<file path="config.mk">
export PLATFORM = sky130hd
export DESIGN_NAME = vcorb_bank
export DESIGN_NICKNAME = d
export VERILOG_FILES = /design/src/inc/vcorb_pkg.sv /design/src/inc/vcorb_wr_if.sv /design/src/verilog/vcorb_bank.sv /design/src/verilog/vcorb_decode.sv /design/src/verilog/vcorb_divmap.sv
export VERILOG_INCLUDE_DIRS = /design/src /design/src/inc
export SDC_FILE = /design/constraint.sdc
export NUM_CORES = 1
export LEC_CHECK = 0
export BUFFER_PORTS_ARGS = -buffer_cell sky130_fd_sc_hd__buf_4
export CORE_MARGIN = 1
export CORE_UTILIZATION = 56
export CTS_CLUSTER_SIZE = 16
export DETAILED_ROUTE_END_ITERATION = 10
export GPL_ROUTABILITY_DRIVEN = 0
export HOLD_SLACK_MARGIN = 0.06
export PLACE_DENSITY = 0.83
export SLEW_MARGIN = 20
export SYNTH_ARGS = -nofsm -noshare
export SYNTH_HDL_FRONTEND = slang
export SYNTH_SLANG_ARGS = --single-unit
</file>
<file path="constraint.sdc">
create_clock -name clk -period 2.9 [get_ports clk]
set_clock_uncertainty 0.1 [all_clocks]
set_input_delay 0.58 -clock clk [delete_from_list [all_inputs] [get_ports clk]]
set_output_delay 0.58 -clock clk [all_outputs]
set_load 0.05 [all_outputs]
</file>
<file path="src/inc/vcorb_defines.svh">
`ifndef VCORB_DEFINES_SVH
`define VCORB_DEFINES_SVH

// -----------------------------------------------------------------
// Indirect write word layout
// -----------------------------------------------------------------
`define VCORB_IND_OFFSET 5'h05
`define VCORB_ID_LSB 0
`define VCORB_ID_MSB 2
`define VCORB_ADDR_LSB 3
`define VCORB_ADDR_MSB 6
`define VCORB_DATA_LSB 7
`define VCORB_DATA_MSB 15
`define VCORB_SUBSYS_ID 3'h0

// -----------------------------------------------------------------
// Subsystem register addresses
// -----------------------------------------------------------------
`define VCORB_REG_TUNING 4'h0
`define VCORB_REG_ENABLES 4'h1
`define VCORB_REG_DIVIDER 4'h2
`define VCORB_REG_CONFIG 4'h3

// -----------------------------------------------------------------
// Reset values
// -----------------------------------------------------------------
`define VCORB_TUNING_RST 9'h020
`define VCORB_ENABLES_RST 9'h1ff
`define VCORB_DIVIDER_RST 9'h001
`define VCORB_CONFIG_RST 9'h092

// -----------------------------------------------------------------
// Field positions and limits
// -----------------------------------------------------------------
`define VCORB_TUNE_CAL_BIT 0
`define VCORB_EN_MASTER_BIT 0
`define VCORB_EN_OSC_BIT 1
`define VCORB_EN_FBBUF_BIT 2
`define VCORB_EN_IOMASTER_BIT 3
`define VCORB_EN_OUTSTAGE_BIT 5
`define VCORB_CFG_NEG_BIT 2
`define VCORB_CFG_POS_BIT 3
`define VCORB_CFG_RLOSS_BIT 5
`define VCORB_DIV_MAX 6'h3e

`endif

</file>
<file path="src/inc/vcorb_pkg.sv">
package vcorb_pkg;

  typedef enum logic [1:0] {
    VCORB_MUTE_ZERO_DIV,
    VCORB_MUTE_DURING_CAL,
    VCORB_MUTE_UNSUPPORTED,
    VCORB_MUTE_ALWAYS
  } vcorb_mute_type;

  typedef enum logic [1:0] {
    VCORB_PERF_BAD0,
    VCORB_PERF_LOW_CURRENT,
    VCORB_PERF_BAD2,
    VCORB_PERF_HIGH
  } vcorb_perf_type;

  typedef logic [8:0] vcorb_word_type;

endpackage

</file>
<file path="src/inc/vcorb_wr_if.sv">
`timescale 1ns/1ps
interface vcorb_wr_if;
  logic wr_tuning;
  logic wr_enables;
  logic wr_divider;
  logic wr_config;
  logic [8:0] data;
  modport src (output wr_tuning, output wr_enables, output wr_divider, output wr_config, output data);
  modport dst (input wr_tuning, input wr_enables, input wr_divider, input wr_config, input data);
endinterface

</file>
<file path="src/verilog/vcorb_bank.sv">
`timescale 1ns/1ps
`include "vcorb_defines.svh"
// Notes on behaviour
// - Subsystem registers are written only through the offset 0x05 forwarded write.
// - Word bits 2:0 hold the subsystem identifier; zero selects this bank.
// - Word bits 6:3 hold the target subsystem register address.
// - Register data sits from word bit 7 upward.
// - The four registers are write only; no read-back path exists.
// - Tuning bit 0 swaps tune voltage for compensated reference; default 0.
// - Tuning bits 8:1 select subband, zero highest; default 16.
// - Enable bit 0 low switches off the whole subsystem.
// - Enable bit 1 gates oscillators; bit 2 gates feedback buffer.
// - Enable bit 3 gates output stage and divider, not the oscillator.
// - Enable bit 5 low disables only output stage; all bits default 1.
// - Divider bits 5:0 give ratio; 1 passes, even N divides; default 1.
// - Odd ratios above 1 round down to even; above 62 becomes 62.
// - Divider zero mutes only while mute policy is 00.
// - Config bits 1:0 pick performance mode; default 2.
// - Config bits 2 and 3 enable negative and positive outputs; default 0.
// - Config bit 5 selects return loss; default 0.
// - Config bits 8:7 mute policy; default 01; 11 always mutes.
module vcorb_bank import vcorb_pkg::*; (
  // Clock and reset
  input wire logic clk,
  input wire logic rst,
  input wire logic ce,
  // Forwarded register write
  input wire logic wr_en,
  input wire logic [4:0] wr_offset,
  input wire logic [15:0] wr_word,
  // Analog status
  input wire logic cal_active,
  // Tuning controls
  output logic tune_to_reference,
  output logic [7:0] subband_select,
  // Block enables
  output logic osc_enable,
  output logic fb_buffer_enable,
  output logic out_divider_enable,
  output logic out_stage_enable,
  // Divider and output
  output logic [5:0] divide_ratio,
  output logic [1:0] perf_mode,
  output logic negative_rf_output,
  output logic positive_rf_output,
  output logic high_return_loss,
  output logic rf_mute
);

  // ---------------------------------------------------------------
  // Write decode
  // ---------------------------------------------------------------
  vcorb_wr_if wr ();

  vcorb_decode u_decode (
    .wr_en(wr_en),
    .wr_offset(wr_offset),
    .wr_word(wr_word),
    .wr(wr)
  );

  // ---------------------------------------------------------------
  // Write-only registers
  // ---------------------------------------------------------------
  vcorb_word_type tuning_q, enables_q, divider_q, config_q;

  always_ff @(posedge clk) begin
    if (rst) begin
      tuning_q <= `VCORB_TUNING_RST;
      enables_q <= `VCORB_ENABLES_RST;
      divider_q <= `VCORB_DIVIDER_RST;
      config_q <= `VCORB_CONFIG_RST;
    end else if (ce) begin
      if (wr.wr_tuning) tuning_q <= wr.data;
      if (wr.wr_enables) enables_q <= wr.data;
      if (wr.wr_divider) divider_q <= wr.data;
      if (wr.wr_config) config_q <= wr.data;
    end
  end

  // ---------------------------------------------------------------
  // Divider mapping
  // ---------------------------------------------------------------
  wire [5:0] eff_ratio;
  wire div_zero;

  vcorb_divmap u_divmap (
    .raw(divider_q[5:0]),
    .ratio(eff_ratio),
    .is_zero(div_zero)
  );

  // ---------------------------------------------------------------
  // Enable and mute combine
  // ---------------------------------------------------------------
  wire master = enables_q[`VCORB_EN_MASTER_BIT];
  wire io_master = master && enables_q[`VCORB_EN_IOMASTER_BIT];
  vcorb_mute_type mute_mode;
  assign mute_mode = vcorb_mute_type'(config_q[8:7]);
  wire mute_d = (mute_mode == VCORB_MUTE_ALWAYS)
    || (mute_mode == VCORB_MUTE_ZERO_DIV && div_zero)
    || (mute_mode == VCORB_MUTE_DURING_CAL && cal_active);

  // ---------------------------------------------------------------
  // Output flops
  // ---------------------------------------------------------------
  always_ff @(posedge clk) begin
    if (rst) begin
      tune_to_reference <= 1'b0;
      subband_select <= 8'h10;
      osc_enable <= 1'b1;
      fb_buffer_enable <= 1'b1;
      out_divider_enable <= 1'b1;
      out_stage_enable <= 1'b1;
      divide_ratio <= 6'h01;
      perf_mode <= 2'h2;
      negative_rf_output <= 1'b0;
      positive_rf_output <= 1'b0;
      high_return_loss <= 1'b0;
      rf_mute <= 1'b0;
    end else if (ce) begin
      tune_to_reference <= tuning_q[`VCORB_TUNE_CAL_BIT];
      subband_select <= tuning_q[8:1];
      osc_enable <= master && enables_q[`VCORB_EN_OSC_BIT];
      fb_buffer_enable <= master && enables_q[`VCORB_EN_FBBUF_BIT];
      out_divider_enable <= io_master;
      out_stage_enable <= io_master && enables_q[`VCORB_EN_OUTSTAGE_BIT];
      divide_ratio <= eff_ratio;
      perf_mode <= config_q[1:0];
      negative_rf_output <= config_q[`VCORB_CFG_NEG_BIT];
      positive_rf_output <= config_q[`VCORB_CFG_POS_BIT];
      high_return_loss <= config_q[`VCORB_CFG_RLOSS_BIT];
      rf_mute <= mute_d;
    end
  end

endmodule // vcorb_bank

</file>
<file path="src/verilog/vcorb_decode.sv">
`timescale 1ns/1ps
`include "vcorb_defines.svh"
module vcorb_decode import vcorb_pkg::*; (
  // Forwarded write
  input wire logic wr_en,
  input wire logic [4:0] wr_offset,
  input wire logic [15:0] wr_word,
  // Decoded strobes
  vcorb_wr_if.src wr
);
  wire hit = wr_en && wr_offset == `VCORB_IND_OFFSET;
  wire id_ok = wr_word[`VCORB_ID_MSB:`VCORB_ID_LSB] == `VCORB_SUBSYS_ID;
  wire [3:0] sub_addr = wr_word[`VCORB_ADDR_MSB:`VCORB_ADDR_LSB];
  wire sel = hit && id_ok;
  assign wr.wr_tuning = sel && sub_addr == `VCORB_REG_TUNING;
  assign wr.wr_enables = sel && sub_addr == `VCORB_REG_ENABLES;
  assign wr.wr_divider = sel && sub_addr == `VCORB_REG_DIVIDER;
  assign wr.wr_config = sel && sub_addr == `VCORB_REG_CONFIG;
  assign wr.data = wr_word[`VCORB_DATA_MSB:`VCORB_DATA_LSB];
endmodule // vcorb_decode

</file>
<file path="src/verilog/vcorb_divmap.sv">
`timescale 1ns/1ps
`include "vcorb_defines.svh"
module vcorb_divmap import vcorb_pkg::*; (
  // Raw ratio field
  input wire logic [5:0] raw,
  // Effective ratio, zero flag
  output logic [5:0] ratio,
  output logic is_zero
);
  wire [5:0] clipped = (raw > `VCORB_DIV_MAX) ? `VCORB_DIV_MAX : raw;
  wire odd_big = clipped[0] && clipped != 6'h01;
  assign ratio = odd_big ? {clipped[5:1], 1'b0} : clipped;
  assign is_zero = raw == 6'h00;
endmodule // vcorb_divmap

</file>
==> impl_summary.md <==
Outcome
The flow ran to the end, and the final reports show no timing, DRC or antenna violations.

Floorplanning
The core region area is 3470 um2. The die covers 4030 um2. The die span in y is 63.5 um. The width of the die is 63.5 um. The number of placement rows is 21.

The number of ports placed on the die boundary is 51. The effective utilization at floorplan is 61.1%.

GRT
The overflow left after global routing is 0. The global routing usage summed across all routing layers is 20.5%. The first global-routing pass estimated 6.39 mm of wire.

The pin count of the biggest net entering global routing is 68. The initial antenna violation count is 0. The number of global-route vias before repair is 1375.

Critical path
The maximum fanout encountered on the critical timing path is 28. Data on the critical path is required at its endpoint by 3.03 ns. The nature of the critical path endpoint is a flop. For the worst setup path, the data arrival time is 1.92 ns. The worst setup path is launched from a primary input. The type of the setup path with the least slack is in2reg.

Pwr
The static leakage power is 1.18 nW. For this design the ratio of total power to cell area is 489 nW/um2. The maximum vdd ir drop is 0.378 mV.

Synth
By area the synthesized netlist is led by sky130_fd_sc_hd__dfxtp_1 49%, sky130_fd_sc_hd__mux2i_1 21%, sky130_fd_sc_hd__nand2b_1 8.0%. The proportion of netlist area held by the largest area contributor is 49.1%. Ranked by instance count, the synthesized netlist is headed by 52 x sky130_fd_sc_hd__dfxtp_1, 44 x sky130_fd_sc_hd__mux2i_1, 35 x sky130_fd_sc_hd__nor2_1, 27 x sky130_fd_sc_hd__nand2b_1, 7 x sky130_fd_sc_hd__clkbuf_1.

The number of enable flip-flop cells after synthesis is 0. The count of different cell masters after synthesis is 25. The count of mapped cells out of synthesis is 208. Summing the sequential cell areas from Yosys gives 49.1% of the chip area. The most frequent cell after synthesis is sky130_fd_sc_hd__dfxtp_1. The cell taking the most area after synthesis is sky130_fd_sc_hd__dfxtp_1. After synthesis, the share of flip-flops with an asynchronous set or reset is 0%.

The cell area that synthesis handed to floorplanning was 2120 um2. The dominant synthesized flop cell is sky130_fd_sc_hd__dfxtp_1. The net count after synthesis is 234. Counting flops and latches in the post-synthesis netlist gives 52.

The post-synthesis average cell area is 10.2 um2. The yosys synthesis warning count is 0.

Placement
Timing analysis after detailed placement gives a worst setup slack of 0.781 ns. After legalization and detailed placement, the total HPWL measured 2.63 mm. Once placement finished, the instance area stood at 2480 um2.

During placement, the flow inserted port buffers numbering 50.

Timing
The achievable frequency is 557 MHz. The shortest clock period the worst path allows after layout is 1.79 ns. Setup repair after global routing left no endpoint under its margin. The minimum hold slack is 0.376 ns. The sum of negative setup slack is 0 ns. The worst path uses 61.9% of the clock period. The worst relative slew slack is 63.8%.

At the pin with the least slew margin, the transition time is 0.543 ns. The final max-slew violation count is 0. The count of final hold-check violations was 0.

The final count of negative-setup-slack endpoints is 0. The worst path setup slack after routing is 1.11 ns.

Route
The count of TritonRoute iterations in the first routing pass is 5. The routed design has 3.84 mm of wire. The detailed router finished its first iteration with 55 violations. The average via count per standard cell is 5.09. The detailed-route DRC error count is 0. Once detail routing completed, the nets flagged for antenna violations numbered 0. The number of vias in the routed layout is 1522.

Dividing the detail-routed wire length by the instance count gives 12.8 um.

Clocking
The number of buffers on the longest clock path is 2. The H-tree was split into 2 levels. TritonCTS built the clock tree. The clock latency at the later pin of the worst-skew pair is 0.30 ns. Once the clock tree was built, the setup fixing pass inserted 0 buffers. The cell chosen for the clock root is sky130_fd_sc_hd__clkbuf_8. The total of hold buffers inserted after clock tree synthesis is 0. The number of gates resized after cts is 0.

TritonCTS created 5 clock buffers. The clock sink total is 52. The clock edge transition at the registers on the reported setup and hold paths is 0.09 ns.

Finish
The layout overhead on the synthesized area is 21.5%. The share of final-layout standard cells stronger than drive strength 1 is 24.9%. The post-layout net count is 278. The repair_antennas step left the layout with diodes totalling 0.

The cell area after layout is 2570 um2. Cells fill 74.2% of the core in the end.

Job
Across the run, the number of max-cap violations was 0.

Hold path
The type of the most critical hold path is reg2reg.
-- worst max-delay path, cell delays in order --
cell	delay (ns)
sky130_fd_sc_hd__buf_4	0.33
sky130_fd_sc_hd__and4bb_4	0.35
sky130_fd_sc_hd__and4_1	0.42
sky130_fd_sc_hd__mux2i_1	0.24
-- stage by stage --
stage                     power (mW)  cells
after global routing            1.31    299
final                           1.26    299
after floorplan                0.809    208
after global placement         0.851    291
after CTS                       1.27    299
after detailed placement       0.852    291
-- where the power goes --
| part | switching (mW) | internal (mW) | total, mW |
|---|---|---|---|
| combinational | 0.0626 | 0.0502 | 0.113 |
| sequential | 0.00266 | 0.719 | 0.722 |
| clock | 0.230 | 0.195 | 0.425 |
-- final timing paths --
| path | startpoint | end | slack [ns] | cells after the start |
|---|---|---|---|---|
| min | enables_q[2] | fb_buffer_enable | 0.38 | 2 |
| min reg2reg | enables_q[2] | fb_buffer_enable | 0.38 | 2 |
| max | ce | tuning_q[6] | 1.11 | 4 |
| max reg2reg | divider_q[4] | rf_mute | 1.78 | 3 |
-- flip-flops by register name (all words and copies together) (netlist names) --
signal,flops
tune_to_reference,1
out_divider_enable,1
positive_rf_output,1
tuning_q,9
divider_q,6
perf_mode,2
config_q,7
out_stage_enable,1
osc_enable,1
divide_ratio,6
subband_select,8
rf_mute,1
fb_buffer_enable,1
negative_rf_output,1
enables_q,5
high_return_loss,1
-- per-layer routing --
| layer | routed length [um] | vias to the layer above | track usage, % |
|---|---|---|---|
| met1 | 1950 | 678 | 29.6 |
| li1 | - | 797 | - |
| met2 | 1620 | 43 | 28.9 |
| met5 | 0 | - | 0 |
| met3 | 218 | 4 | 4.71 |
| met4 | 55 | 0 | 8.52 |
-- cells by family (layout without fill, tap and decap cells) --
kind of cell           count (synthesis)  after routing  synth area share, %
AND/OR/NAND/NOR                       87             87                 23.1
flip-flops                            52             52                 49.1
multiplexers                          44             44                 20.8
buffers and inverters                 14             59                 3.66
AO/OA/AOI/OAI                         11             11                 3.31
-- area by class of cell --
class / instances / area (um2)
sequential: 52 / 1040
multi-input combinational: 142 / 1000
fill: 287 / 893
timing repair buffer: 50 / 375
clock buffer: 6 / 82.6
tap: 46 / 57.6
clock inverter: 2 / 13.8
inverter: 1 / 3.75
-- cell usage in the layout (no fill, tap or decap), drive strengths merged, types with 3 or more instances in the layout --
| cell | netlist | layout |
|---|---|---|
| buf | 6 | 50 |
| a21oi | 4 | 4 |
| and4bb | 3 | 3 |
| a211o | 3 | 3 |
| nand2b | 27 | 27 |
| nand4 | 4 | 4 |
| and4 | 3 | 3 |
| nand3 | 5 | 5 |
| clkbuf | 7 | 6 |
| mux2i | 44 | 44 |
| dfxtp | 52 | 52 |
| o21ai | 3 | 3 |
| nor2 | 35 | 35 |
No activity file was read; power rests on OpenSTA's default activity.
